$ cat src/fdc_map.svh
`ifndef FDC_MAP_SVH
`define FDC_MAP_SVH

// ----------------------------------------
// register index (low three port address bits)
// ----------------------------------------
`define REG_CTRL 3'h0
`define REG_STATUS 3'h1
`define REG_DATA 3'h2
`define REG_MOTION 3'h3
`define REG_BOOT 3'h4

// ----------------------------------------
// field positions
// ----------------------------------------
`define CTRL_HEAD 0
`define CTRL_DIR_IN 1
`define CTRL_WRITE 2
`define CTRL_READ 3
`define CTRL_SEL_LO 4
`define CTRL_SEL_HI 6
`define MOTION_STEP 0
`define MOTION_RESTORE 1
`define CTRL_RESET 8'h00

// ----------------------------------------
// timing
// ----------------------------------------
`define CLOCK_HZ 100000000
`define BIT_RATE 250000
`define BIT_CYCLES (`CLOCK_HZ / `BIT_RATE)
`define PULSE_NS 1000
`define PULSE_CYCLES ((`PULSE_NS * (`CLOCK_HZ / 1000000) + 999) / 1000)
`define BOOT_BYTES 32
`define SECTOR_BYTES 128

`endif

$ cat src/fdc_pkg.sv
package fdc_pkg;
    typedef logic [7:0] byte_t;
    typedef enum logic [1:0] {
        ser_idle = 2'b00,
        ser_shift = 2'b01,
        ser_done = 2'b10
    } ser_state_e;
endpackage

$ cat src/fifo_if.sv
`timescale 1ns/1ns
interface fifo_if #(parameter int WIDTH = 8);
    logic [WIDTH-1:0] in_data;
    logic in_valid;
    logic in_ready;
    logic [WIDTH-1:0] out_data;
    logic out_valid;
    logic out_ready;
    modport store (
        input in_data, in_valid, out_ready,
        output in_ready, out_data, out_valid
    );
    modport user (
        output in_data, in_valid, out_ready,
        input in_ready, out_data, out_valid
    );
endinterface

$ cat src/byte_fifo.sv
`timescale 1ns/1ns
module byte_fifo #(
    parameter int WIDTH = 8,
    parameter int DEPTH = 16
) (
    // clock and reset
    input wire logic clock,
    input wire logic rst,
    // both sides
    fifo_if.store port
);
    localparam int AW = $clog2(DEPTH);
    logic [WIDTH-1:0] mem [DEPTH];
    logic [AW-1:0] wr_ptr;
    logic [AW-1:0] rd_ptr;
    logic [AW:0] count;
    wire push = port.in_valid && port.in_ready;
    wire pop = port.out_valid && port.out_ready;

    assign port.in_ready = count != (AW+1)'(DEPTH);
    assign port.out_valid = count != '0;
    assign port.out_data = mem[rd_ptr];

    always_ff @(posedge clock) begin
        if (push) begin
            mem[wr_ptr] <= port.in_data;
        end
    end

    // pointers wrap naturally: depth is a power of two
    always_ff @(posedge clock or posedge rst) begin
        if (rst) begin
            wr_ptr <= '0;
            rd_ptr <= '0;
            count <= '0;
        end else begin
            wr_ptr <= wr_ptr + AW'(push);
            rd_ptr <= rd_ptr + AW'(pop);
            count <= count + (AW+1)'(push) - (AW+1)'(pop);
        end
    end
endmodule

$ cat src/disk_iface.sv
// The implementer's own choices: the placing of the registers and register access over Avalon-MM.
`timescale 1ns/1ns
`include "fdc_map.svh"
module disk_iface #(
    parameter int DRIVES = 4,
    parameter int FIFO_DEPTH = 16,
    parameter logic [7:0] BOOT_IMAGE [`BOOT_BYTES] = '{default: 8'h00}
) (
    // clock and reset
    input wire logic clock,
    input wire logic rst,
    // register bus
    input wire logic [7:0] avs_address,
    input wire logic avs_read,
    input wire logic avs_write,
    input wire logic [31:0] avs_writedata,
    output logic [31:0] avs_readdata,
    output logic avs_waitrequest,
    // host memory side, boot window
    input wire logic mem_read,
    input wire logic [15:0] mem_address,
    output logic boot_hit,
    output logic [7:0] boot_data,
    // board switches
    input wire logic [4:0] sw_base,
    input wire logic sw_boot,
    input wire logic sw_protect,
    // drive status
    input wire logic ready_n,
    input wire logic index_n,
    input wire logic track0_n,
    input wire logic media_protect_n,
    input wire logic read_data_n,
    // drive control
    output logic [DRIVES-1:0] select_n,
    output logic head_load_n,
    output logic dir_in_n,
    output logic step_n,
    output logic restore_n,
    output logic write_gate_n,
    output logic write_data_n
);
    localparam int BIT_CYC = `BIT_CYCLES;
    localparam int PULSE_CYC = (`PULSE_CYCLES < 1) ? 1 : `PULSE_CYCLES;
    localparam int BW = $clog2(BIT_CYC);
    localparam int PW = $clog2(PULSE_CYC + 1);

    // ----------------------------------------
    // input synchronisers
    // ----------------------------------------
    logic [11:0] pins_meta;
    logic [11:0] pins_s;
    always_ff @(posedge clock or posedge rst) begin
        if (rst) begin
            pins_meta <= 12'hF80;
            pins_s <= 12'hF80;
        end else begin
            pins_meta <= {read_data_n, media_protect_n, track0_n, index_n, ready_n,
                          sw_protect, sw_boot, sw_base};
            pins_s <= pins_meta;
        end
    end
    wire [4:0] base_s = pins_s[4:0];
    wire boot_sw_s = pins_s[5];
    wire protect_s = pins_s[6];
    // status lines are true when low
    wire drive_ready = !pins_s[7];
    wire index_seen = !pins_s[8];
    wire at_track0 = !pins_s[9];
    wire media_protect = !pins_s[10];
    wire read_bit = !pins_s[11];

    // ----------------------------------------
    // bus decode
    // ----------------------------------------
    function automatic logic [7:0] sel_decode(input logic [2:0] code);
        sel_decode = 8'h01 << code;
    endfunction

    logic ack;
    logic [7:0] ctrl;
    logic rx_full;
    fdc_pkg::byte_t rx_byte;
    fifo_if #(.WIDTH(8)) tx_q();

    wire port_match = avs_address[7:3] == base_s;
    wire [2:0] reg_index = avs_address[2:0];
    wire [7:0] hit = port_match ? sel_decode(reg_index) : 8'h00;
    wire data_stall = avs_write && hit[`REG_DATA] && !tx_q.in_ready;
    assign avs_waitrequest = (avs_read && !ack) || data_stall;
    wire wr_done = avs_write && !avs_waitrequest;
    wire rd_done = avs_read && !avs_waitrequest;
    wire ctrl_wr = wr_done && hit[`REG_CTRL];
    wire motion_wr = wr_done && hit[`REG_MOTION];
    wire boot_wr = wr_done && hit[`REG_BOOT];
    wire data_rd = rd_done && hit[`REG_DATA];

    // one byte moves per accepted bus access
    assign tx_q.in_valid = avs_write && hit[`REG_DATA];
    assign tx_q.in_data = avs_writedata[7:0];

    logic boot_active;
    logic ser_busy;
    wire [7:0] status = {ser_busy, boot_active, rx_full, media_protect,
                         at_track0, index_seen, drive_ready, protect_s};
    wire [7:0] read_mux = hit[`REG_CTRL] ? ctrl :
                          hit[`REG_STATUS] ? status :
                          hit[`REG_DATA] ? rx_byte : 8'h00;

    always_ff @(posedge clock or posedge rst) begin
        if (rst) begin
            ack <= 1'b0;
            avs_readdata <= 32'h00000000;
        end else begin
            ack <= avs_read && !ack;
            if (avs_read && !ack) begin
                avs_readdata <= {24'h000000, read_mux};
            end
        end
    end

    always_ff @(posedge clock or posedge rst) begin
        if (rst) begin
            ctrl <= `CTRL_RESET;
        end else if (ctrl_wr) begin
            ctrl <= avs_writedata[7:0];
        end
    end

    // ----------------------------------------
    // boot window
    // ----------------------------------------
    // switch is sampled only once the synchroniser has filled after reset
    logic [1:0] boot_wait;
    logic boot_armed;
    always_ff @(posedge clock or posedge rst) begin
        if (rst) begin
            boot_wait <= 2'h0;
            boot_armed <= 1'b1;
            boot_active <= 1'b0;
        end else begin
            boot_wait <= boot_wait + 2'(boot_armed);
            if (boot_armed && boot_wait == 2'h3) begin
                boot_armed <= 1'b0;
                boot_active <= boot_sw_s;
            end else if (boot_wr || (boot_active && !boot_sw_s)) begin
                boot_active <= 1'b0;
            end
        end
    end

    wire in_rom = mem_address < 16'(`BOOT_BYTES);
    assign boot_hit = boot_active && mem_read && in_rom;
    // loader image: fetch the 128-byte first sector of track zero, then jump
    always_ff @(posedge clock or posedge rst) begin
        if (rst) begin
            boot_data <= 8'h00;
        end else begin
            boot_data <= BOOT_IMAGE[mem_address[4:0]];
        end
    end

    // ----------------------------------------
    // drive control lines
    // ----------------------------------------
    wire [7:0] sel_all = sel_decode(ctrl[`CTRL_SEL_HI:`CTRL_SEL_LO]);
    logic [PW-1:0] step_cnt;
    logic [PW-1:0] restore_cnt;
    always_ff @(posedge clock or posedge rst) begin
        if (rst) begin
            select_n <= '1;
            head_load_n <= 1'b1;
            dir_in_n <= 1'b1;
            step_cnt <= '0;
            restore_cnt <= '0;
        end else begin
            select_n <= ~sel_all[DRIVES-1:0];
            head_load_n <= !ctrl[`CTRL_HEAD];
            dir_in_n <= !ctrl[`CTRL_DIR_IN];
            if (motion_wr && avs_writedata[`MOTION_STEP]) begin
                step_cnt <= PW'(PULSE_CYC);
            end else if (step_cnt != '0) begin
                step_cnt <= step_cnt - PW'(1);
            end
            if (motion_wr && avs_writedata[`MOTION_RESTORE]) begin
                restore_cnt <= PW'(PULSE_CYC);
            end else if (restore_cnt != '0) begin
                restore_cnt <= restore_cnt - PW'(1);
            end
        end
    end
    assign step_n = step_cnt == '0;
    assign restore_n = restore_cnt == '0;

    // ----------------------------------------
    // write serialiser
    // ----------------------------------------
    byte_fifo #(.WIDTH(8), .DEPTH(FIFO_DEPTH)) tx_fifo (
        .clock(clock),
        .rst(rst),
        .port(tx_q)
    );

    fdc_pkg::ser_state_e ser_state;
    fdc_pkg::ser_state_e next_ser_state;
    logic [BW-1:0] tx_cnt;
    logic [3:0] tx_left;
    logic [7:0] tx_shift;
    wire write_ok = ctrl[`CTRL_WRITE] && !protect_s && !media_protect;
    wire tx_tick = ser_state == fdc_pkg::ser_shift && tx_cnt == BW'(BIT_CYC - 1);
    wire tx_load = ser_state == fdc_pkg::ser_idle && write_ok && tx_q.out_valid;
    assign tx_q.out_ready = tx_load;
    assign ser_busy = ser_state != fdc_pkg::ser_idle;

    always_comb begin
        next_ser_state = ser_state;
        unique case (ser_state)
            fdc_pkg::ser_idle: begin
                if (tx_load) begin
                    next_ser_state = fdc_pkg::ser_shift;
                end
            end
            fdc_pkg::ser_shift: begin
                if (!write_ok) begin
                    next_ser_state = fdc_pkg::ser_idle;
                end else if (tx_tick && tx_left == 4'h1) begin
                    next_ser_state = fdc_pkg::ser_done;
                end
            end
            fdc_pkg::ser_done: begin
                next_ser_state = fdc_pkg::ser_idle;
            end
            default: begin
                next_ser_state = fdc_pkg::ser_idle;
            end
        endcase
    end

    always_ff @(posedge clock or posedge rst) begin
        if (rst) begin
            ser_state <= fdc_pkg::ser_idle;
            tx_cnt <= '0;
            tx_left <= 4'h0;
            tx_shift <= 8'h00;
        end else begin
            ser_state <= next_ser_state;
            tx_cnt <= (tx_load || tx_tick) ? '0 : tx_cnt + BW'(1);
            if (tx_load) begin
                tx_shift <= tx_q.out_data;
                tx_left <= 4'h8;
            end else if (tx_tick) begin
                tx_shift <= {tx_shift[6:0], 1'b0};
                tx_left <= tx_left - 4'h1;
            end
        end
    end

    // gate drops in the same cycle that protection appears
    assign write_gate_n = !(ser_state == fdc_pkg::ser_shift && write_ok);
    always_ff @(posedge clock or posedge rst) begin
        if (rst) begin
            write_data_n <= 1'b1;
        end else begin
            write_data_n <= !tx_shift[7];
        end
    end

    // ----------------------------------------
    // read deserialiser
    // ----------------------------------------
    // no clock recovery: bits are sampled on a free bit timer while reading
    logic [BW-1:0] rx_cnt;
    logic [2:0] rx_bits;
    logic [7:0] rx_shift;
    wire rx_tick = ctrl[`CTRL_READ] && rx_cnt == BW'(BIT_CYC - 1);
    wire rx_done = rx_tick && rx_bits == 3'h7;
    always_ff @(posedge clock or posedge rst) begin
        if (rst) begin
            rx_cnt <= '0;
            rx_bits <= 3'h0;
            rx_shift <= 8'h00;
            rx_byte <= 8'h00;
            rx_full <= 1'b0;
        end else begin
            rx_cnt <= (!ctrl[`CTRL_READ] || rx_tick) ? '0 : rx_cnt + BW'(1);
            rx_bits <= !ctrl[`CTRL_READ] ? 3'h0 : rx_bits + 3'(rx_tick);
            if (rx_tick) begin
                rx_shift <= {rx_shift[6:0], read_bit};
            end
            if (rx_done) begin
                rx_byte <= {rx_shift[6:0], read_bit};
            end
            // a byte landing on the read that empties the buffer wins
            rx_full <= rx_done || (rx_full && !data_rd);
        end
    end
endmodule

$ cat config.mk
export PLATFORM = sky130hd
export DESIGN_NAME = disk_iface
export DESIGN_NICKNAME = d
export VERILOG_FILES = /design/src/fdc_pkg.sv /design/src/fifo_if.sv /design/src/byte_fifo.sv /design/src/disk_iface.sv
export VERILOG_INCLUDE_DIRS = /design/src
export SDC_FILE = /design/constraint.sdc
export NUM_CORES = 1
export LEC_CHECK = 0
export BUFFER_PORTS_ARGS = -buffer_cell sky130_fd_sc_hd__buf_4
export CAP_MARGIN = 30
export CORE_UTILIZATION = 50
export CTS_CLUSTER_SIZE = 14
export DETAILED_ROUTE_END_ITERATION = 7
export GPL_TIMING_DRIVEN = 0
export PLACE_DENSITY = 0.78
export SYNTH_ARGS = -nofsm -noshare
export SYNTH_HDL_FRONTEND = slang
export SYNTH_SLANG_ARGS = --single-unit
$ cat constraint.sdc
create_clock -name clock -period 10.05 [get_ports clock]
set_input_delay 0.5025 -clock clock [delete_from_list [all_inputs] [get_ports clock]]
set_output_delay 0.5025 -clock clock [all_outputs]
set_load 0.05 [all_outputs]
==> results.yml <==
run_status:
  status: "complete, no violations"
synth:
  yosys_most_used_dff: "edfxtp_1"
  syn_inst: 723
  synth.area.top_cells: "edfxtp_1 35%, dfrtp_1 26%, mux4_2 6.6%, dfstp_2 4.4%, ha_1 2.4%"
  ys_top_cells_by_count: "128 x edfxtp_1, 112 x dfrtp_1, 33 x buf_4"
  synth_top_area_share_pct: 35.5
  synth_area_per_cell_um2: 15.0
  yosysMostFrequentCell: "edfxtp_1"
  synth.distinct_cells: 62
  synth-seq-area-share_pct: 65.7
  mappedNetlistArea_um2: 10800
  ys_ff_latch: 258
  async_flop_share_pct: 50.4
  synth_area_leader_cell: "edfxtp_1"
  ys_warn_count: 0
  synth-edff-count: 128
route:
  drt-initial-drc-count: 456
  via_per_inst: 5.43
  num_vias: 6284
  firstDrtPassIters: 5
  wl_um: 21400
  wire_per_inst_um: 18.4
  drc: 0
  antenna_left: 0
floorplan:
  core-area_um2: 21200
  dieArea_um2: 22300
  rows: 53
  die_y_um: 149
  initial_core_util_pct: 51.2
  ios: 125
  die_x_um: 149
sta:
  setup_viol_count_final: 0
  max_freq_ghz: 0.296
  slew_headroom_pct: 38.6
  rsz0062_at_grt: "no"
  clock_skew_ns: 0.0310
  final_hold_viol_count: 0
  setup_tns_ns: 0
  period_share_pct: 33.6
  slew_violations: 0
  worst_slew_pin_slew_ns: 0.914
  timing.final.crit_period_ns: 3.38
critical_path:
  crit_path_start_kind: "register"
  r2r_end: "tx_fifo.count[4]"
  r2r_slack_ns: 6.67
  worst-setup-path-type: "reg -> reg"
  arrival_ns: 3.84
  r2r_cells: 15
  cp_max_fo: 11
  r2r_start: "tx_fifo.count[2]"
  required_ns: 10.51
  end_kind: "register"
power:
  p_leak_nw: 5.24
  vdd_drop_max_mv: 0.156
  power_density_nw_per_um2: 206
min_path:
  holdPathEnd: "pins_meta[1]"
  min_path_cells: 1
  hold_path.class: "in -> reg"
  min-delay-start: "sw_base[1]"
cts:
  cts_setup_buffers: 0
  clk_latency_ns: 0.54
  clk_path_buf_depth: 3
  cts_resized: 0
  clock-sinks: 258
  cts-root-buf: "clkbuf_16"
  htree_num_levels: 1
  cts_made_buffers: 26
  cts_tree: "done"
  clk_pin_slew_worst_paths_ns: 0.06
global_routing:
  antenna_found_initial: 0
  grt_overflow: 0
  grt_pass1_vias: 6460
  track_usage_pct: 20.2
  grt_max_degree: 101
  grt_pass1_wl_um: 34400
run:
  cap_violations: 0
place:
  post-dp-hpwl_um: 14200
  port_buffers: 63
  gp_congestion: 0.791
finish:
  syn2layout_area_growth_pct: 17.8
  final_nets: 958
  final_util_pct: 60.4
  fillCellCount: 1556
  multi_input_area_um2: 3400
  seq_area_um2: 7120
  layout-drive-gt1-share_pct: 28.5
  antenna_cells: 0
cell usage in the layout (no fill, tap or decap), types with 3 or more instances in the layout:
cell type,n
nand2b_1,9
nand2_1,31
clkbuf_16,26
clkbuf_1,21
dfstp_2,18
dfrtp_1,112
a22o_1,8
mux2_2,21
nor4_1,5
nor3_1,19
or3_1,4
a2111oi_0,10
a211oi_1,10
a21oi_1,11
buf_4,105
o21ai_0,9
conb_1,32
edfxtp_1,128
mux4_2,32
xnor2_1,24
a21o_1,6
nand3_1,10
nand4_1,8
or3b_2,3
clkinv_2,5
and3_1,13
and2_1,8
o22ai_1,4
mux2i_1,16
ha_1,21
nor2_1,31
buf_2,15
nor4_2,7
or2_2,3
xor2_1,15
nor2b_1,12
inv_1,25
registers in the layout, summed over array words and instances, names as in the netlist, 5 cells and up:
signal	cells
rx_shift	7
pins_meta	12
avs_readdata	8
step_cnt	7
tx_fifo.count	5
restore_cnt	7
pins_s	12
tx_cnt	9
ctrl	8
tx_fifo.mem	128
rx_byte	8
tx_shift	8
rx_cnt	9
worst max-delay path, stage by stage (launching register included):
cell and delay [ns]:
dfrtp_1 0.35, inv_1 0.06, ha_1 0.20, nor4b_1 0.14, or3_1 0.49, inv_2 0.19, clkbuf_1 0.43, ha_1 0.33
inv_1 0.05, ha_1 0.16, inv_1 0.05, fa_1 0.40, inv_1 0.08, a21oi_1 0.06, o21bai_1 0.17, xnor2_1 0.14
repair_timing:
action / in CTS / in global routing
setup endpoints to repair: 0 / 0
hold endpoints to repair: 29 / 0
hold buffers: 1 / 0
per-stage QoR:
step	instance area, um2	cells	power (mW)	setup WS (ns)	hold WS, ns
global route	12800	1158	2.75	6.43	0.0450
detailed placement	11900	1109	1.72	6.66	0.336
floorplan	11000	754	1.61	6.11	0.331
CTS	12800	1158	2.66	6.65	0.0502
finish	12800	1158	2.63	6.67	0.0671
global placement	11800	1092	1.70	4.63	0.331
cells by family after synthesis:
family	count (synthesis)	synth area share (%)
AOI/OAI and AO/OA	67	4.37
and+or+nand+nor	182	9.59
xor gates and xnor gates	39	3.15
muxes	69	10.3
DFF	258	65.7
other	1	0.0346
adders and majority gates	22	2.61
buffers and inverters	85	4.25
area by class of cell:
cell class / count / share of cell area, %
sequential: 258 / 55.7
multi-input combinational: 411 / 26.6
inverter: 27 / 0.833
clock buffer: 33 / 5.30
clock inverter: 15 / 1.20
tap: 275 / 2.69
timing repair buffer: 81 / 4.80
buffer: 58 / 2.81
power by group:
group | internal [mW] | switching (mW) | total, mW | leakage, nW
Clock | 0.534 | 0.399 | 0.933 | 0.401
Sequential | 1.19 | 0.0677 | 1.26 | 2.81
Combinational | 0.211 | 0.229 | 0.440 | 2.03
Total | 1.94 | 0.696 | 2.63 | 5.24
metal layers:
metal	part of all wire, %	GRT usage, %	up-vias
li1	-	-	2897
met1	41	26.7	3092
met2	49	32.7	244
met3	6.5	3.73	51
met4	3.6	9.03	0
met5	0	0	-
how the worst max path moves through the flow:
stage	start	to	slack, ns	cells past startpoint
6_report	tx_fifo.count[2]	tx_fifo.count[4]	6.67	15
3_5_place_dp	avs_address[2]	tx_fifo.count[4]	6.66	14
3_3_place_gp	rst	rx_cnt[5]	4.63	2
5_1_grt	tx_fifo.count[2]	tx_fifo.count[4]	6.43	15
2_1_floorplan	rst	ack	6.11	1
4_1_cts	tx_fifo.count[2]	tx_fifo.count[4]	6.65	15
Note: power is estimated with default switching activity, not from simulation.
